### config.mk
export PLATFORM = sky130hd
export DESIGN_NAME = xbm_exec
export DESIGN_NICKNAME = d
export VERILOG_FILES = /design/src/xbm_pkg.sv /design/src/xbm_exec.sv
export SDC_FILE = /design/constraint.sdc
export NUM_CORES = 1
export LEC_CHECK = 0
export BUFFER_PORTS_ARGS = -buffer_cell sky130_fd_sc_hd__buf_4
export CELL_PAD_IN_SITES_DETAIL_PLACEMENT = 0
export CELL_PAD_IN_SITES_GLOBAL_PLACEMENT = 1
export CORE_MARGIN = 2
export CORE_UTILIZATION = 30
export CTS_CLUSTER_SIZE = 16
export DETAILED_ROUTE_END_ITERATION = 7
export PLACE_DENSITY = 0.62
export SLEW_MARGIN = 10
export SYNTH_ARGS = -nofsm -noshare
export SYNTH_HDL_FRONTEND = slang
export SYNTH_SLANG_ARGS = --single-unit
### constraint.sdc
create_clock -name aclk -period 4.8 [get_ports aclk]
set_clock_uncertainty 0.15 [all_clocks]
set_input_delay 0.96 -clock aclk [delete_from_list [all_inputs] [get_ports aclk]]
set_output_delay 0.96 -clock aclk [all_outputs]
set_load 0.005 [all_outputs]
### src/xbm_pkg.sv
package xbm_pkg;

  localparam int          NREG       = 14;
  localparam int          AW         = 8;

  localparam logic [7:0]  OFF_CMD    = 8'h00;
  localparam logic [7:0]  OFF_REG0   = 8'h04;

  localparam logic [3:0]  IDX_CNT     = 4'h0;
  localparam logic [3:0]  IDX_DST     = 4'h1;
  localparam logic [3:0]  IDX_SRC     = 4'h2;
  localparam logic [3:0]  IDX_ACC     = 4'h3;
  localparam logic [3:0]  IDX_CNT_ALT = 4'h4;
  localparam logic [3:0]  IDX_DST_ALT = 4'h5;
  localparam logic [3:0]  IDX_SRC_ALT = 4'h6;
  localparam logic [3:0]  IDX_ACC_ALT = 4'h7;
  localparam logic [3:0]  IDX_STK     = 4'h8;
  localparam logic [3:0]  IDX_XR1     = 4'h9;
  localparam logic [3:0]  IDX_XR2     = 4'ha;
  localparam logic [3:0]  IDX_PC      = 4'hb;
  localparam logic [3:0]  IDX_TST     = 4'hc;
  localparam logic [3:0]  IDX_MCY     = 4'hd;
  localparam logic [15:0] REG_RST     = 16'h0000;

  localparam logic [7:0]  PFX_NONE   = 8'h00;
  localparam logic [7:0]  PFX_EXT    = 8'hed;
  localparam logic [7:0]  PFX_XR1    = 8'hdd;
  localparam logic [7:0]  PFX_XR2    = 8'hfd;
  localparam logic [7:0]  OP_PTR_SWP = 8'heb;
  localparam logic [7:0]  OP_ACC_SWP = 8'h08;
  localparam logic [7:0]  OP_BANK    = 8'hd9;
  localparam logic [7:0]  OP_STK     = 8'he3;

  localparam int          FL_C       = 0;
  localparam int          FL_N       = 1;
  localparam int          FL_PV      = 2;
  localparam int          FL_H       = 4;
  localparam int          FL_Z       = 6;
  localparam int          FL_S       = 7;

  localparam logic [15:0] T_XCH      = 16'h0004;
  localparam logic [15:0] M_XCH      = 16'h0001;
  localparam logic [15:0] T_STK_PTR  = 16'h0013;
  localparam logic [15:0] M_STK_PTR  = 16'h0005;
  localparam logic [15:0] T_STK_IDX  = 16'h0017;
  localparam logic [15:0] M_STK_IDX  = 16'h0006;
  localparam logic [15:0] T_BLK_LAST = 16'h0010;
  localparam logic [15:0] M_BLK_LAST = 16'h0004;
  localparam logic [15:0] T_BLK_RPT  = 16'h0015;
  localparam logic [15:0] M_BLK_RPT  = 16'h0005;
  localparam logic [15:0] PC_REWIND  = 16'h0002;

  localparam logic [1:0]  RESP_OKAY  = 2'b00;
  localparam logic [1:0]  RESP_SLV   = 2'b10;
  localparam int          ST_BUSY    = 16;
  localparam int          ST_BAD     = 17;

  typedef enum logic [2:0] {S_IDLE, S_DEC, S_RD, S_WR, S_EXE} xbm_state_t;

endpackage : xbm_pkg
### src/xbm_exec.sv
`timescale 1ns/10ps
// Operation
// RQ1 - pointer pair swap and accumulator/flag alternate swap: 4 states, no flags
// RQ2 - bank swap exchanges counter and both pointers with alternates, 4 states
// RQ3 - stack top swap with source pointer: high at stack pointer plus one, 19 states
// RQ4 - stack top swap with either index register: same exchange, 23 states
// RQ5 - copy step up: copy byte, bump both pointers up, counter down, 16 states
// RQ6 - copy repeat up: repeat until counter zero; 21 states continuing, 16 last
// RQ7 - copy step down: copy byte, both pointers down, counter down, 16 states
// RQ8 - copy repeat down: repeat until counter zero; 21 continuing, 16 last
// RQ9 - compare step up: flags from acc minus byte, pointer up, counter down
// RQ10 - compare repeat up: repeat until match or counter zero; 21 or 16
// RQ11 - compare step down: flags only, pointer down, counter down, 16 states
// RQ12 - compare repeat down: repeat until match or counter zero; 21 or 16
// RQ13 - parity/overflow flag cleared when decremented counter is zero, else set
// RQ14 - match flag set when accumulator equals fetched byte, else cleared
// RQ15 - copies clear nibble carry and subtract, keep all but parity/overflow; exchanges keep all
// RQ16 - compares set subtract, update negative and nibble carry, keep carry
// RQ17 - continuing repeat steps program counter back two for refetch
module xbm_exec
  import xbm_pkg::*;
(
  input  wire logic          aclk,
  input  wire logic          aresetn,
  input  wire logic [7:0]    s_axi_awaddr,
  input  wire logic          s_axi_awvalid,
  output logic               s_axi_awready,
  input  wire logic [31:0]   s_axi_wdata,
  input  wire logic [3:0]    s_axi_wstrb,
  input  wire logic          s_axi_wvalid,
  output logic               s_axi_wready,
  output logic [1:0]         s_axi_bresp,
  output logic               s_axi_bvalid,
  input  wire logic          s_axi_bready,
  input  wire logic [7:0]    s_axi_araddr,
  input  wire logic          s_axi_arvalid,
  output logic               s_axi_arready,
  output logic [31:0]        s_axi_rdata,
  output logic [1:0]         s_axi_rresp,
  output logic               s_axi_rvalid,
  input  wire logic          s_axi_rready,
  output logic               mem_req,
  output logic               mem_we,
  output logic [15:0]        mem_addr,
  output logic [7:0]         mem_wdata,
  input  wire logic          mem_ack,
  input  wire logic [7:0]    mem_rdata,
  output logic               busy
);
  import xbm_pkg::*;

  function automatic logic [4:0] reg_decode(input logic [7:0] a);
    logic [7:0] w;
    w = (a - OFF_REG0) >> 2;
    reg_decode = {(a[1:0] == 2'b00) && (a >= OFF_REG0) && (w < 8'(NREG)), w[3:0]};
  endfunction : reg_decode

  logic [15:0]  regs_q [NREG];
  xbm_state_t   state_q;
  logic [15:0]  opc_q;
  logic         step_q;
  logic         bad_q;
  logic [7:0]   buf_q [2];
  logic         wp_q;
  logic         rp_q;
  logic [1:0]   cnt_q;
  logic [7:0]   awaddr_q;
  logic         aw_have_q;
  logic [31:0]  wdata_q;
  logic [3:0]   wstrb_q;
  logic         w_have_q;
  logic         bvalid_q;
  logic [1:0]   bresp_q;
  logic         rvalid_q;
  logic [31:0]  rdata_q;
  logic [1:0]   rresp_q;

  // ---- decode of the held opcode
  wire  [7:0]   pfx      = opc_q[15:8];
  wire  [7:0]   op       = opc_q[7:0];
  wire          is_blk   = (pfx == PFX_EXT) && (op[7:5] == 3'b101) && (op[2:1] == 2'b00);
  wire          blk_rpt  = op[4];
  wire          blk_down = op[3];
  wire          blk_cmp  = op[0];
  wire          is_stk   = (op == OP_STK) && (pfx == PFX_NONE || pfx == PFX_XR1 || pfx == PFX_XR2);
  wire          stk_idx_sel = (pfx != PFX_NONE);
  wire  [3:0]   stk_idx  = (pfx == PFX_XR1) ? IDX_XR1 : (pfx == PFX_XR2) ? IDX_XR2 : IDX_SRC;
  wire          is_xch   = (pfx == PFX_NONE) && (op == OP_PTR_SWP || op == OP_ACC_SWP || op == OP_BANK);
  wire  [15:0]  stk_reg  = regs_q[stk_idx];
  wire  [15:0]  stk_addr = regs_q[IDX_STK] + {15'h0000, step_q};

  // ---- two-entry read buffer between the read and write halves
  wire          buf_in_ready = (cnt_q != 2'd2);
  wire          buf_out_valid = (cnt_q != 2'd0);
  wire  [7:0]   head     = buf_q[rp_q];
  wire  [7:0]   nxt      = buf_q[~rp_q];
  wire          push     = (state_q == S_RD) && mem_ack && buf_in_ready;
  wire          pop      = (state_q == S_EXE) && buf_out_valid;

  // ---- block arithmetic
  wire  [7:0]   acc      = regs_q[IDX_ACC][15:8];
  wire  [7:0]   fl       = regs_q[IDX_ACC][7:0];
  wire  [15:0]  ctr_next = regs_q[IDX_CNT] - 16'h0001;
  wire          ctr_nz   = (ctr_next != 16'h0000);
  wire  [7:0]   diff     = acc - head;
  wire          match    = (acc == head);
  wire          hborrow  = (acc[3:0] < head[3:0]);
  wire  [15:0]  delta    = blk_down ? 16'hffff : 16'h0001;
  wire          cont     = blk_rpt && ctr_nz && !(blk_cmp && match); // [RQ6] [RQ8] [RQ10] [RQ12]
  wire  [15:0]  t_add    = cont ? T_BLK_RPT : T_BLK_LAST;
  wire  [15:0]  m_add    = cont ? M_BLK_RPT : M_BLK_LAST;
  wire  [7:0]   fl_copy  = {fl[7:5], 1'b0, fl[3], ctr_nz, 1'b0, fl[0]}; // [RQ13] [RQ15]
  wire  [7:0]   fl_cmp   = {diff[7], match, fl[5], hborrow, fl[3], ctr_nz, 1'b1, fl[0]}; // [RQ14] [RQ16]
  wire  [7:0]   fl_blk   = blk_cmp ? fl_cmp : fl_copy;

  // ---- memory port, request held until acknowledged
  assign mem_req   = ((state_q == S_RD) && buf_in_ready) || (state_q == S_WR);
  assign mem_we    = (state_q == S_WR);
  assign mem_addr  = (state_q == S_WR) ? (is_stk ? stk_addr : regs_q[IDX_DST])
                                       : (is_stk ? stk_addr : regs_q[IDX_SRC]); // [RQ3] [RQ4]
  assign mem_wdata = is_stk ? (step_q ? stk_reg[15:8] : stk_reg[7:0]) : head;
  assign busy      = (state_q != S_IDLE);

  // ---- bus decode
  wire          wr_go    = aw_have_q && w_have_q && !bvalid_q;
  wire  [4:0]   wdec     = reg_decode(awaddr_q);
  wire  [4:0]   rdec     = reg_decode(s_axi_araddr);
  wire          wr_cmd   = wr_go && (awaddr_q == OFF_CMD);
  wire          wr_reg   = wr_go && wdec[4] && !busy;
  wire          wr_ok    = (wr_cmd || wdec[4]) && !busy;
  wire  [15:0]  old_w    = regs_q[wdec[3:0]];
  wire  [15:0]  merged   = {wstrb_q[1] ? wdata_q[15:8] : old_w[15:8], wstrb_q[0] ? wdata_q[7:0] : old_w[7:0]};
  wire          start    = wr_cmd && !busy;
  wire  [31:0]  status   = {14'h0000, bad_q, busy, opc_q};
  wire  [31:0]  rd_word  = (s_axi_araddr == OFF_CMD) ? status : {16'h0000, regs_q[rdec[3:0]]};
  wire          rd_hit   = (s_axi_araddr == OFF_CMD) || rdec[4];

  assign s_axi_awready = !aw_have_q;
  assign s_axi_wready  = !w_have_q;
  assign s_axi_bvalid  = bvalid_q;
  assign s_axi_bresp   = bresp_q;
  assign s_axi_arready = !rvalid_q;
  assign s_axi_rvalid  = rvalid_q;
  assign s_axi_rdata   = rdata_q;
  assign s_axi_rresp   = rresp_q;

  always_ff @(posedge aclk)
  begin
    if (!aresetn)
    begin
      aw_have_q <= 1'b0;
      w_have_q  <= 1'b0;
      bvalid_q  <= 1'b0;
      bresp_q   <= RESP_OKAY;
      awaddr_q  <= 8'h00;
      wdata_q   <= 32'h0000_0000;
      wstrb_q   <= 4'h0;
    end
    else
    begin
      if (s_axi_awvalid && !aw_have_q)
      begin
        aw_have_q <= 1'b1;
        awaddr_q  <= s_axi_awaddr;
      end
      if (s_axi_wvalid && !w_have_q)
      begin
        w_have_q <= 1'b1;
        wdata_q  <= s_axi_wdata;
        wstrb_q  <= s_axi_wstrb;
      end
      if (wr_go)
      begin
        aw_have_q <= 1'b0;
        w_have_q  <= 1'b0;
        bvalid_q  <= 1'b1;
        // busy refuses every write so a running instruction sees stable registers
        bresp_q   <= wr_ok ? RESP_OKAY : RESP_SLV;
      end
      else if (bvalid_q && s_axi_bready)
        bvalid_q <= 1'b0;
    end
  end

  always_ff @(posedge aclk)
  begin
    if (!aresetn)
    begin
      rvalid_q <= 1'b0;
      rdata_q  <= 32'h0000_0000;
      rresp_q  <= RESP_OKAY;
    end
    else if (s_axi_arvalid && !rvalid_q)
    begin
      rvalid_q <= 1'b1;
      rdata_q  <= rd_hit ? rd_word : 32'h0000_0000;
      rresp_q  <= rd_hit ? RESP_OKAY : RESP_SLV;
    end
    else if (rvalid_q && s_axi_rready)
      rvalid_q <= 1'b0;
  end

  always_ff @(posedge aclk)
  begin
    if (!aresetn)
    begin
      cnt_q <= 2'd0;
      wp_q  <= 1'b0;
      rp_q  <= 1'b0;
      buf_q <= '{8'h00, 8'h00};
    end
    else
    begin
      if (push)
      begin
        buf_q[wp_q] <= mem_rdata;
        wp_q        <= ~wp_q;
      end
      // stack swaps drain both bytes at once
      if (pop)
        rp_q <= is_stk ? rp_q : ~rp_q;
      cnt_q <= cnt_q + {1'b0, push} - (pop ? (is_stk ? 2'd2 : 2'd1) : 2'd0);
    end
  end

  always_ff @(posedge aclk)
  begin
    if (!aresetn)
    begin
      state_q <= S_IDLE;
      opc_q   <= 16'h0000;
      step_q  <= 1'b0;
      bad_q   <= 1'b0;
    end
    else
    begin
      case (state_q)
        S_IDLE:
          if (start)
          begin
            opc_q   <= wdata_q[15:0];
            state_q <= S_DEC;
          end
        S_DEC:
        begin
          step_q  <= 1'b0;
          bad_q   <= !(is_xch || is_stk || is_blk);
          state_q <= (is_stk || is_blk) ? S_RD : S_IDLE;
        end
        S_RD:
          if (push)
          begin
            step_q  <= is_stk && !step_q;
            state_q <= (is_stk && !step_q) ? S_RD : (blk_cmp && !is_stk) ? S_EXE : S_WR;
          end
        S_WR:
          if (mem_ack)
          begin
            step_q  <= is_stk && !step_q;
            state_q <= (is_stk && !step_q) ? S_WR : S_EXE;
          end
        S_EXE:
          state_q <= (is_blk && cont) ? S_RD : S_IDLE; // [RQ17]
        default:
          state_q <= S_IDLE;
      endcase
    end
  end

  always_ff @(posedge aclk)
  begin
    if (!aresetn)
    begin
      for (int i = 0; i < NREG; i++)
        regs_q[i] <= REG_RST;
    end
    else
    begin
      if (wr_reg)
        regs_q[wdec[3:0]] <= merged;
      if (state_q == S_DEC && is_xch)
      begin
        regs_q[IDX_TST] <= regs_q[IDX_TST] + T_XCH; // [RQ1] [RQ2]
        regs_q[IDX_MCY] <= regs_q[IDX_MCY] + M_XCH;
        if (op == OP_PTR_SWP)
        begin
          regs_q[IDX_DST] <= regs_q[IDX_SRC]; // [RQ1]
          regs_q[IDX_SRC] <= regs_q[IDX_DST];
        end
        if (op == OP_ACC_SWP)
        begin
          regs_q[IDX_ACC]     <= regs_q[IDX_ACC_ALT]; // [RQ1] [RQ15]
          regs_q[IDX_ACC_ALT] <= regs_q[IDX_ACC];
        end
        if (op == OP_BANK)
        begin
          for (int i = 0; i < 3; i++)
          begin
            regs_q[i]     <= regs_q[i + 4]; // [RQ2]
            regs_q[i + 4] <= regs_q[i];
          end
        end
      end
      if (state_q == S_EXE && is_stk)
      begin
        regs_q[stk_idx] <= {nxt, head}; // [RQ3] [RQ4]
        regs_q[IDX_TST] <= regs_q[IDX_TST] + (stk_idx_sel ? T_STK_IDX : T_STK_PTR);
        regs_q[IDX_MCY] <= regs_q[IDX_MCY] + (stk_idx_sel ? M_STK_IDX : M_STK_PTR);
      end
      if (state_q == S_EXE && is_blk)
      begin
        regs_q[IDX_SRC] <= regs_q[IDX_SRC] + delta; // [RQ5] [RQ7] [RQ9] [RQ11]
        if (!blk_cmp)
          regs_q[IDX_DST] <= regs_q[IDX_DST] + delta;
        regs_q[IDX_CNT] <= ctr_next;
        regs_q[IDX_ACC] <= {acc, fl_blk};
        regs_q[IDX_TST] <= regs_q[IDX_TST] + t_add;
        regs_q[IDX_MCY] <= regs_q[IDX_MCY] + m_add;
        if (cont)
          regs_q[IDX_PC] <= regs_q[IDX_PC] - PC_REWIND; // [RQ17]
      end
    end
  end

  wire ex_blk = (state_q == S_EXE) && is_blk;

  property p_ptr_swap;
    @(posedge aclk) disable iff (!aresetn)
    (state_q == S_DEC && pfx == PFX_NONE && op == OP_PTR_SWP)
      |=> regs_q[IDX_DST] == $past(regs_q[IDX_SRC]) && regs_q[IDX_SRC] == $past(regs_q[IDX_DST])
          && regs_q[IDX_ACC] == $past(regs_q[IDX_ACC]) && state_q == S_IDLE;
  endproperty
  a_ptr_swap: assert property (p_ptr_swap) else $error("pointer swap wrong"); // [RQ1]

  property p_bank;
    @(posedge aclk) disable iff (!aresetn)
    (state_q == S_DEC && pfx == PFX_NONE && op == OP_BANK)
      |=> regs_q[IDX_CNT] == $past(regs_q[IDX_CNT_ALT]) && regs_q[IDX_SRC_ALT] == $past(regs_q[IDX_SRC])
          && regs_q[IDX_TST] == $past(regs_q[IDX_TST]) + T_XCH;
  endproperty
  a_bank: assert property (p_bank) else $error("bank swap wrong"); // [RQ2]

  property p_stk_ptr;
    @(posedge aclk) disable iff (!aresetn)
    (state_q == S_EXE && is_stk && !stk_idx_sel)
      |=> regs_q[IDX_MCY] == $past(regs_q[IDX_MCY]) + M_STK_PTR && regs_q[IDX_SRC] == {$past(nxt), $past(head)};
  endproperty
  a_stk_ptr: assert property (p_stk_ptr) else $error("stack swap with pointer wrong"); // [RQ3]

  property p_stk_idx;
    @(posedge aclk) disable iff (!aresetn)
    (state_q == S_EXE && is_stk && stk_idx_sel) |=> regs_q[IDX_TST] == $past(regs_q[IDX_TST]) + T_STK_IDX;
  endproperty
  a_stk_idx: assert property (p_stk_idx) else $error("index stack swap timing wrong"); // [RQ4]

  property p_copy_up;
    @(posedge aclk) disable iff (!aresetn)
    (ex_blk && !blk_cmp && !blk_down)
      |=> regs_q[IDX_DST] == $past(regs_q[IDX_DST]) + 16'h0001
          && regs_q[IDX_CNT] == $past(regs_q[IDX_CNT]) - 16'h0001;
  endproperty
  a_copy_up: assert property (p_copy_up) else $error("copy step pointers wrong"); // [RQ5]

  property p_rewind;
    @(posedge aclk) disable iff (!aresetn)
    (ex_blk && cont) |=> regs_q[IDX_PC] == $past(regs_q[IDX_PC]) - PC_REWIND && state_q == S_RD
                         && regs_q[IDX_TST] == $past(regs_q[IDX_TST]) + T_BLK_RPT;
  endproperty
  a_rewind: assert property (p_rewind) else $error("repeat did not rewind"); // [RQ17]

  property p_pv;
    @(posedge aclk) disable iff (!aresetn)
    ex_blk |=> regs_q[IDX_ACC][FL_PV] == (regs_q[IDX_CNT] != 16'h0000);
  endproperty
  a_pv: assert property (p_pv) else $error("parity flag wrong"); // [RQ13]

  property p_match;
    @(posedge aclk) disable iff (!aresetn)
    (ex_blk && blk_cmp) |=> regs_q[IDX_ACC][FL_Z] == $past(match) && regs_q[IDX_ACC][FL_N]
                            && regs_q[IDX_ACC][FL_C] == $past(fl[FL_C]);
  endproperty
  a_match: assert property (p_match) else $error("compare flags wrong"); // [RQ14]

  property p_copy_fl;
    @(posedge aclk) disable iff (!aresetn)
    (ex_blk && !blk_cmp) |=> !regs_q[IDX_ACC][FL_H] && !regs_q[IDX_ACC][FL_N]
                             && regs_q[IDX_ACC][FL_Z] == $past(fl[FL_Z]);
  endproperty
  a_copy_fl: assert property (p_copy_fl) else $error("copy flags wrong"); // [RQ15]

endmodule : xbm_exec

Word-level counts from Yosys, hierarchy flattened

Memory sizes are Yosys's and may differ from the RTL's.
Cells that the tools add are included.

Bits in registers: 107
Bits in writable memories: 224
Memories kept: 1
Input port bits: 68

Memories:

| name   | words | bits a word | rd ports | clocked after memory_dff | wr ports | RTL line       | RTL |
|---|---|---|---|---|---|---|---|
| regs_q | 14    | 16          | 14       | 0                        | 14       | xbm_exec.sv:58 | `logic [15:0] regs_q [NREG];` |

Add/subtract/negate cells: 16
Reduce and logical (&&, ||, !) cells: 76
Bitwise gates (word level): 28
Muxes and demuxes: 106
Equal/unequal tests: 19
Magnitude comparators: 9

Operator list:

| kind                                                                                 | number |
|---|---|
| 16-bit two-way mux                                                                   | 27 |
| 8-bit two-way mux                                                                    | 12 |
| 8-bit == test (second input constant)                                                | 6 |
| 1-bit two-way mux                                                                    | 40 |
| 18-bit two-way mux                                                                   | 2 |
| 1-bit logical AND                                                                    | 34 |
| 16-bit adder                                                                         | 2 |
| 16-bit by 3-bit adder with 16-bit output                                             | 2 |
| 16-bit by 5-bit adder with 16-bit output                                             | 2 |
| 16-bit OR reduction                                                                  | 2 |
| 8-bit logical NOT                                                                    | 3 |
| 3-bit two-way mux                                                                    | 8 |
| 1-bit OR                                                                             | 21 |
| 2-bit two-way mux                                                                    | 9 |
| 16-bit by 1-bit adder with 16-bit output                                             | 1 |
| 16-bit by 1-bit adder with 16-bit output (second input constant)                     | 1 |
| 16-bit by 3-bit adder with 16-bit output (second input constant)                     | 1 |
| 16-bit bitwise mux                                                                   | 1 |
| 8-bit by 3-bit greater-or-equal comparator with 1-bit output (second input constant) | 2 |
| 4-bit two-way mux                                                                    | 4 |
| 16-bit nonzero test                                                                  | 1 |
| 16-bit by 1-bit subtractor with 16-bit output (second input constant)                | 1 |
| 16-bit by 2-bit subtractor with 16-bit output (second input constant)                | 1 |
| 8-bit by 3-bit subtractor with 8-bit output (second input constant)                  | 2 |
| other kinds (30)                                                                     | 69 |

Depth between registers and ports, before layout

Gate-level depths: netlist of run 1.

Word-level depth: 13
Depth in mapped cells: 20
Gate-level depth less buffers: 19

Worst setup path before layout of run 1

Ideal clock, no wire load.

Kind: register to register
From: register rp_q
To: memory regs_q[12][8] (data pin)
Setup time: 266 ps
Cell stages (with the launch flop): 19
Buffers on the path: 2
Data arrival time: 4083 ps
Path slack: 302 ps
Required time: 4385 ps
Path through: dfxtp_1 clkbuf_1 clkbuf_1 mux2i_1 inv_1 ha_1 nand4_1 or3_1 nand3b_4 inv_1 ha_1 ha_1 and2_1 o21a_1 o21ai_0 nor2_1 a222oi_1 mux2_2 o21ai_0

RTL lines:

| item                   | RTL line        | RTL |
|---|---|---|
| start, declared        | xbm_exec.sv:65  | `logic rp_q;` |
| start signal, assigned | xbm_exec.sv:221 | `rp_q <= is_stk ? rp_q : ~rp_q;` |
| end, declared          | xbm_exec.sv:58  |  |

==> reports/metrics.yaml, run 1 <==
timing:
  rsz0062_at_grt: "no"
  drv_slew: 0
  slew_headroom_pct: 30.7
  min_period_ns: 4.57
  fmax_mhz: 219
  setup_tns_ns: 0
  fin_crit_sh_pct: 95.2
  setup_ws_ns: 0.229
  worst_slew_pin_slew_ns: 1.03
  hold_violations: 0
  finalSetupViolCount: 0
critical_path:
  cp-start-kind: "flop"
  reg2reg_slack_ns: 0.23
  criticalPathCategory: "reg2reg"
  crit_arrival_ns: 4.73
  crit_end: "regs_q[12][8]"
  path_common_cell: "ha_1"
  worst-path-stages: 19
  rr_startpoint: "regs_q[0][1]"
  crit_path_top_delay_cell: "or4b_4"
  cp-end-kind: "flop"
  cp_max_fo: 5
  worstPathCellList: "inv_1, ha_1, or4b_4, nor4_4, xnor2_1, nand2_1, nor3_1, buf_4, nand3b_4, inv_1, ha_1, ha_1, and2_1, o21a_1, o21ai_2, nor2_1, a222oi_1, mux2_2, o21ai_0"
  worst-path-buf-inv: 3
  ff2ff_path_depth: 19
  crit_family: "simple AND/OR/NAND/NOR gates"
  slowest_delay_ns: 0.54
  crit_start: "regs_q[0][1]"
  worst_r2r_endpoint: "regs_q[12][8]"
  crit_required_ns: 4.96
drt:
  drt_iter0_drc: 2164
  drt_pass1_iterations: 5
  final_antenna_net_count: 0
  route.vias.total: 18900
  wl_per_cell_um: 25.9
  drc: 0
  vias_per_cell: 5.72
  routed_wl_um: 85600
placed_design:
  place_hpwl_um: 65500
  port_buffers: 101
  place.gp.congestion: 0.962
  dpl_worst_slack_ns: -0.105
  dpl-instance-area_um2: 23900
global_route:
  grt_util_met1_pct: 30.7
  first_global_vias: 17800
  grtUsageMet3_pct: 4.17
  antenna_found_initial: 3
  grt_max_degree: 75
  grt_pass1_wl_um: 123000
  grt-busiest-layer: "met2"
  grtUsageMet2_pct: 35.0
  gr-total-overflow: 0
  grt.total_usage_pct: 22.4
cells_and_area:
  final_cell_mix: "nand2_1, edfxtp_1, nor2_1"
  layout.nets: 2447
  multi_input_area_um2: 11500
  fillCellCount: 7144
  final_common_cell: "nand2_1"
  syn_to_final_growth_pct: 16.7
  drive_gt1_share_pct: 17.3
  antenna_cells: 0
  fin_area_um2: 25300
  regArea_um2: 9510
clocking:
  clockBufferDepth: 3
  clk_latency_ns: 0.58
  cts_hold_buffers: 0
  numCtsBuffers: 43
  clock-sinks: 347
  root_buffer: "clkbuf_16"
  ctsHtreeMaxLevel: 2
  clk_pin_slew_ns: 0.06
  cts_tree: "done"
hold_path:
  worstHoldStart: "s_axi_rdata[16]"
  min_path_type: "reg2reg"
logic_synthesis:
  synth_area_per_cell_um2: 9.88
  synth_largest_area_cell: "edfxtp_1"
  ys_seq_elements: 347
  ys.flop_type: "edfxtp_1"
  yosysTopAreaCellShare_pct: 35.5
  synth.top_cells.by_area: "edfxtp_1, mux4_2, dfxtp_1"
  async_reset_ff_share_pct: 0
  synth_edf_count: 256
  ys_seq_area_share_pct: 43.9
  syn_inst: 2189
  synth_cell_types: 78
  synthesis.area_um2: 21600
  synth_warnings: 0
floorplan:
  die_x_um: 273
  die_height_um: 273
  fp-row-count: 98
  initial_utilization_pct: 30.3
  io_pins: 136
  die_area_um2: 74300
  core_region_area_um2: 71500
outcome:
  status: "complete, no violations"
power_and_ir_drop:
  peakVddDrop_mv: 0.203
  leakage_nw: 9.20
  power_density_nw_per_um2: 300
run:
  maxCapViolations: 0
## flip-flops by register name, indices dropped and copies added (netlist names), 2 cells and up
signal,count
regs_q,256
buf_q,16
wdata_q,16
state_q,3
awaddr_q,8
s_axi_rdata,18
wstrb_q,2
cnt_q,2
opc_q,16
## kinds of logic (layout without fill, tap and decap cells)
kind of cell	Yosys count	count (layout)	synth area share [%]
xor+xnor	90	90	3.64
simple gates	746	746	15.6
buf+inv	212	328	4.26
compound gates	580	580	16.7
mux	153	153	12.2
flops	347	347	43.9
fa+ha+maj	60	60	3.57
other cells	1	48	0.0173
## routing by layer
metal,routed length (µm),vias up
li1,-,8374
met1,36200,9451
met2,38400,929
met3,7470,141
met4,3520,4
met5,25,-
## worst min-delay path, delay by kind of cell, from the launching register on
| family | cells | cell delay (ns) |
|---|---|---|
| AND/OR/NAND/NOR | 1 | 0.05 |
| flip-flops | 1 | 0.31 |
| AO/OA/AOI/OAI | 1 | 0.05 |
## metrics by stage
step / util [%] / total power [W] / hold slack (ns) / instances
after floorplan: - / 0.00397 / 0.282 / 2236
after CTS: 35.3 / 0.00761 / 0.307 / 3301
final: 35.3 / 0.00759 / 0.306 / 3302
after global routing: 35.3 / 0.00780 / 0.331 / 3302
after detailed placement: 33.4 / 0.00437 / 0.297 / 3223
after global placement: 33.4 / 0.00436 / 0.301 / 3223
## final cells by class
type                    count  share of cell area [%]
inverters                  50                   0.743
clock inverters            20                   0.604
flip-flops and latches    347                    37.6
well taps                 950                    4.71
clock buffers              58                    4.82
repair buffers            200                    6.09
multi-input cells        1677                    45.4
## worst min-delay path by stage
stage / slack (ns) / cells past startpoint / to
after floorplan: 0.28 / 2 / bad_q
after global placement: 0.30 / 2 / s_axi_rdata[16]
after detailed placement: 0.30 / 2 / s_axi_rdata[17]
after CTS: 0.31 / 2 / s_axi_rdata[16]
after global routing: 0.33 / 2 / s_axi_rdata[16]
final: 0.31 / 2 / s_axi_rdata[16]
## repair_timing
item | CTS | global route
resized for setup | 1 | 5
pin swaps | 0 | 1
setup endpoints to repair | 4 | 4
setup buffers | 0 | 0
cloned | 0 | 0
## where the power goes
group | switching [W] | internal [W]
combinational | 0.000527 | 0.000336
sequential | 0.000141 | 0.00333
clock | 0.00137 | 0.00188
total | 0.00204 | 0.00555
## cell usage after synthesis (17+ instances only)
cell / count
a21oi_1: 172
a221oi_1: 19
a222oi_1: 17
a22oi_1: 18
and3_1: 22
buf_1: 20
buf_2: 18
buf_4: 21
clkbuf_1: 98
dfxtp_1: 91
edfxtp_1: 256
ha_1: 57
inv_1: 47
mux2i_1: 63
mux4_2: 88
nand2_1: 306
nand3_1: 34
nor2_1: 223
nor3_1: 30
o21a_1: 24
o21ai_0: 168
o221ai_1: 20
o22ai_1: 36
xnor2_1: 58
xor2_1: 32
Note: power is estimated with default switching activity, not from simulation.
==> run 2, diff against run 1 <==
ABC_AREA = 1   (was default)
PLACE_DENSITY = 0.65   (was 0.62)
==> run 2 against run 1 <==
  * Cell area increased by 6.8%
  * Worst hold slack improved by 0.032 ns
  * Register-to-register slack gained 0.13 ns
  * Power grew 4.3%
  * Non-clock buffer count decreased by 30
  * Global-route usage rose by 2.4 points
  * Sequential share of layout area fell by 2.4 points
  * Routed wire length is 20% higher
  * Count of clock-buffer cells in the layout did not move
  * Largest cell class unchanged
==> reports/metrics.yaml, run 2 <==
critical_path:
  rr_startpoint: "regs_q[0][5]"
  criticalPathCategory: "reg2out"
  reg2reg_slack_ns: 0.36
  worst_r2r_endpoint: "regs_q[12][12]"
  ff2ff_path_depth: 24
  cp-end-kind: "primary output"
  crit_arrival_ns: 3.56
  crit_required_ns: 3.69
  crit_start: "step_q"
  cp_max_fo: 4
  cp-start-kind: "flop"
power_and_ir_drop:
  total_power_w: 0.00791
  peakVddDrop_mv: 0.228
  leakage_nw: 11.2
  power_density_nw_per_um2: 293
timing:
  fmax_mhz: 214
  hold_violations: 0
  min_period_ns: 4.67
  worst_slew_pin_slew_ns: 1.11
  rsz0062_at_grt: "no"
  slew_headroom_pct: 25.2
  setup_tns_ns: 0
  finalSetupViolCount: 0
  setup_ws_ns: 0.125
  drv_slew: 0
  fin_crit_sh_pct: 97.4
placed_design:
  dp.cells: 4282
  place_hpwl_um: 77900
  place.gp.congestion: 0.926
  dpl-instance-area_um2: 25600
  port_buffers: 101
  dpl_worst_slack_ns: 0.397
drt:
  drt_iter0_drc: 2610
  wl_per_cell_um: 23.6
  drc: 0
  final_antenna_net_count: 0
  routed_wl_um: 103000
  route.vias.total: 23700
  vias_per_cell: 5.43
  drt_pass1_iterations: 5
logic_synthesis:
  async_reset_ff_share_pct: 0
  ys.flop_type: "edfxtp_1"
  ys_seq_area_share_pct: 40.5
  synth_area_per_cell_um2: 7.38
  synthesis.area_um2: 23500
  synth_cell_types: 55
  synthMostInstantiatedCell: "nand2_1"
  synth_warnings: 0
  synth_edf_count: 256
  synth.top_cells.by_area: "edfxtp_1, nand2_1, dfxtp_1"
  ys_seq_elements: 347
  yosysTopAreaCellShare_pct: 32.7
  syn_inst: 3185
  synth_largest_area_cell: "edfxtp_1"
  synth_common_cells: "nand2_1, nor2_1, inv_1"
global_route:
  grt_max_degree: 129
  gr-total-overflow: 0
  antenna_found_initial: 1
  grt_pass1_wl_um: 150000
  grt.total_usage_pct: 24.8
  first_global_vias: 22000
hold_path:
  whs_path_depth: 2
  holdPathEnd: "buf_q[3]"
  min_path_type: "reg2reg"
  worstHoldStart: "buf_q[3]"
clocking:
  clk_pin_slew_ns: 0.06
  numCtsBuffers: 43
  cts_tree: "done"
  post_cts.repair.setup_buffers: 0
  root_buffer: "clkbuf_16"
  clk_latency_ns: 0.60
  clock-sinks: 347
  ctsHtreeMaxLevel: 2
  clockBufferDepth: 3
  cts_hold_buffers: 0
floorplan:
  core_region_area_um2: 77500
  initial_utilization_pct: 30.3
  fp-row-count: 102
  die_height_um: 284
  die_area_um2: 80600
  io_pins: 136
  die_x_um: 284
cells_and_area:
  instances_no_fill: 4361
  final_common_cell: "nand2_1"
  fin_area_um2: 27000
  largest_reg_flops: 256
  regArea_um2: 9510
  antenna_cells: 0
  final_cell_mix: "nand2_1, nor2_1, inv_1"
  drive_gt1_share_pct: 9.27
  fillCellCount: 8516
  largest-register: "regs_q"
  layout.nets: 3416
  multi_input_area_um2: 12100
  syn_to_final_growth_pct: 14.8
outcome:
  status: "complete, no violations"
run:
  maxCapViolations: 0
-- run 2: cell types whose count changed after synthesis, moves of 22 or more --
cell | previous run | this run
a21oi_1 | 172 | 256
and3_1 | 22 | 0
inv_1 | 47 | 341
mux2i_1 | 63 | 0
mux4_2 | 88 | 0
nand2_1 | 306 | 595
nand3_1 | 34 | 185
nor2_1 | 223 | 399
o211ai_1 | 12 | 59
o21ai_0 | 168 | 325
o22ai_1 | 36 | 100
xnor2_1 | 58 | 14
xor2_1 | 32 | 64
-- run 2: critical path, cell delays in order, from the launching register on --
cell and delay [ns]:
dfxtp_1 0.46, ha_1 0.21, nand3_1 0.11, nor3_1 0.36, nand3_1 0.25, nor2_1 0.31
nand3_1 0.11, nor2_1 0.16, nand2_1 0.08, xor2_1 0.15, o21ai_0 0.54, buf_4 0.22
-- run 2: worst max-delay path by stage --
stage	endpoint	cells after the start	slack [ns]
6_report	mem_addr[15]	11	0.13
4_1_cts	mem_addr[15]	11	0.24
5_1_grt	regs_q[12][12]	24	0.02
3_3_place_gp	regs_q[12][12]	25	0.43
3_5_place_dp	regs_q[12][12]	25	0.40
2_1_floorplan	regs_q[12][12]	23	1.14
-- run 2: cell type report --
| cell class | instances | area share, % |
|---|---|---|
| multi-input combinational | 2364 | 44.9 |
| sequential | 347 | 35.3 |
| inverter | 361 | 5.03 |
| timing repair buffer | 170 | 4.82 |
| tap | 1040 | 4.82 |
| clock buffer | 58 | 4.31 |
| clock inverter | 21 | 0.881 |
-- run 2: what timing repair did --
action / CTS / global route
endpoints found under the setup margin: 0 / 4
gates resized for setup: 0 / 3
endpoints found under the hold margin: 0 / 0
-- run 2: layer usage --
layer	wire, µm	global-route usage, %
met5	27	0
met4	2880	6.61
met2	46100	38.9
met3	8250	3.89
met1	45800	35.4
-- run 2: through the flow --
step,utilization [%],hold slack (ns)
after floorplan,-,0.289
after global placement,33.0,0.323
after detailed placement,33.0,0.328
after CTS,34.8,0.337
after global routing,34.8,0.349
final,34.8,0.337
-- run 2: cell families (layout without fill, tap and decap cells) --
group | count (synthesis) | after routing | synth area share (%)
adder cells (fa/ha/maj) | 61 | 61 | 3.34
buffers and inverters | 521 | 610 | 8.89
AO/OA/AOI/OAI | 854 | 854 | 20.6
other | 1 | 48 | 0.0160
flip-flops | 347 | 347 | 40.5
XOR/XNOR | 78 | 78 | 2.91
AND/OR/NAND/NOR | 1323 | 1323 | 23.7
-- run 2: power breakdown --
group	switching [W]	leakage [nW]	total, W	internal [W]
clock network	0.00143	0.685	0.00335	0.00193
logic	0.000827	7.13	0.00113	0.000299
registers	0.000101	3.38	0.00343	0.00333
total	0.00235	11.2	0.00791	0.00556
==> run 3, diff against run 2 <==
BUFFER_PORTS_ARGS = default   (was -buffer_cell sky130_fd_sc_hd__buf_4)
DONT_BUFFER_PORTS = 1   (was default)
PLACE_DENSITY = 0.63   (was 0.65)
==> run 3 against run 2 <==
  * Critical path depth is 1 lower
  * Register-to-register slack better by 0.05 ns
  * Worst hold slack got worse by 0.028 ns
  * Critical path type unchanged
  * Cell count decreased by 2.4%
  * Largest power group unchanged
  * Utilization shrank 1.1 points
  * Via count is 2.7% lower
  * Clock power down 5%
  * Die area did not move
  * Global-route usage decreased by 0.37 points
  * First-iteration DRC count up 3.0%
  * Sequential power is essentially flat
  * Non-clock buffer count shrank 100
==> reports/metrics.yaml, run 3 (same netlist as run 2, synthesis figures left out) <==
global_route:
  grt_pass1_wl_um: 147000
  antenna_found_initial: 1
  grt.total_usage_pct: 24.5
  grt_max_degree: 130
  first_global_vias: 21400
  gr-total-overflow: 0
floorplan:
  io_pins: 136
  initial_utilization_pct: 30.3
  die_area_um2: 80600
  die_height_um: 284
  core_region_area_um2: 77500
  fp-row-count: 102
  die_x_um: 284
clocking:
  cts_tree: "done"
  ctsHtreeMaxLevel: 2
  clk_pin_slew_ns: 0.06
  post_cts.repair.setup_buffers: 0
  numCtsBuffers: 43
  clk_latency_ns: 0.60
  clockBufferDepth: 3
  cts_hold_buffers: 0
  root_buffer: "clkbuf_16"
  clock-sinks: 347
  cts_resized: 0
cells_and_area:
  antenna_cells: 0
  final_common_cell: "nand2_1"
  largest-register: "regs_q"
  regArea_um2: 9510
  final_cell_mix: "nand2_1, nor2_1, inv_1"
  drive_gt1_share_pct: 6.53
  largest_reg_flops: 256
  fin_area_um2: 26100
  fillCellCount: 8427
  layout.nets: 3316
  syn_to_final_growth_pct: 11.2
  multi_input_area_um2: 12100
power_and_ir_drop:
  power_switching_share_pct: 29.8
  pwr-share-clk_pct: 41.7
  switchingPower_w: 0.00228
  pwr-share-comb_pct: 13.4
  peakVddDrop_mv: 0.236
  pwr-share-seq_pct: 44.9
  p_int_w: 0.00537
  power_density_nw_per_um2: 293
  leakage_nw: 10.7
critical_path:
  cp-end-kind: "primary output"
  cp-start-kind: "flop"
  rr_startpoint: "rp_q"
  cp_max_fo: 4
  crit_required_ns: 3.69
  criticalPathCategory: "reg2out"
  reg2reg_slack_ns: 0.41
  crit_arrival_ns: 3.39
  worst_r2r_endpoint: "regs_q[12][12]"
  ff2ff_path_depth: 20
drt:
  route.vias.total: 23000
  drc: 0
  drt_iter0_drc: 2687
  drt_pass1_iterations: 6
  routed_wl_um: 102000
  vias_per_cell: 5.41
  final_antenna_net_count: 0
  wl_per_cell_um: 23.9
timing:
  rsz0062_at_grt: "no"
  fin_hold_ws_ns: 0.310
  fin_crit_sh_pct: 93.8
  hold_violations: 0
  finalSetupViolCount: 0
  slew_headroom_pct: 21.1
  setup_tns_ns: 0
  fmax_mhz: 222
  worst_slew_pin_slew_ns: 1.17
  drv_slew: 0
  min_period_ns: 4.50
hold_path:
  whs_path_depth: 2
  min_path_type: "in2reg"
  holdPathEnd: "cnt_q[0]"
  worstHoldStart: "aresetn"
run:
  maxCapViolations: 0
outcome:
  status: "complete, no violations"
placed_design:
  place_hpwl_um: 77500
  port_buffers: 0
  dpl-instance-area_um2: 24800
  place.gp.congestion: 0.929
[run 3: cell types whose count changed in the layout (fill, tap and decap cells not counted), moves of 2 or more]
cell,delta
buf_4,-99
clkinv_1,-4
bufinv_16,-3
clkbuf_1,-3
clkbuf_8,+3
inv_16,+2
[run 3: layout make-up]
cell class                      count  area share, %
Tap cell                         1040           4.98
Sequential cell                   347           36.4
Timing Repair Buffer               70           2.06
Multi-Input combinational cell   2364           46.3
Inverter                          361           5.20
Clock inverter                     16          0.546
Clock buffer                       58           4.50
[run 3: critical path, stage by stage, from the launching register on]
cell,delay [ns]
dfxtp_1,0.50
ha_1,0.23
nand3_1,0.12
nor3_1,0.36
nand3_1,0.28
nor2_1,0.36
nand3_1,0.11
nor2_1,0.18
nand2_1,0.09
xor2_1,0.15
o21ai_1,0.40
[run 3: stage by stage]
stage          cells  utilization (%)  setup WS, ns  total power [W]
2_1_floorplan   3232                -          1.14          0.00408
3_3_place_gp    4182             32.0         0.483          0.00450
3_5_place_dp    4182             32.0         0.454          0.00450
4_1_cts         4256             33.7         0.304          0.00767
5_1_grt         4256             33.7        0.0567          0.00789
6_report        4256             33.7         0.297          0.00765
[run 3: worst max-delay path by stage]
stage	start	cells past startpoint	endpoint
2_1_floorplan	rp_q	23	regs_q[12][12]
3_3_place_gp	regs_q[0][0]	26	regs_q[12][12]
3_5_place_dp	regs_q[0][0]	24	regs_q[12][12]
4_1_cts	step_q	10	mem_addr[15]
5_1_grt	rp_q	20	regs_q[12][12]
6_report	step_q	10	mem_addr[15]
[run 3: power groups by stage]
stage / clock network, W / logic (W) / registers [W]
finish: 0.00319 / 0.00102 / 0.00343
global route: 0.00334 / 0.00110 / 0.00344
CTS: 0.00323 / 0.00101 / 0.00343
detailed placement: 0 / 0.00100 / 0.00349
global placement: 0 / 0.00101 / 0.00349
floorplan: 0 / 0.000628 / 0.00345
[run 3: metal layers]
layer  GRT usage (%)  share of wire [%]  routed length, µm  vias up
li1                -                  -                  -    10900
met1            34.1                 44              45200    11000
met2            38.1                 44              44900      966
met3            4.98                8.4               8510      150
met4            7.13                3.1               3140        2
met5               0              0.013                 13        -
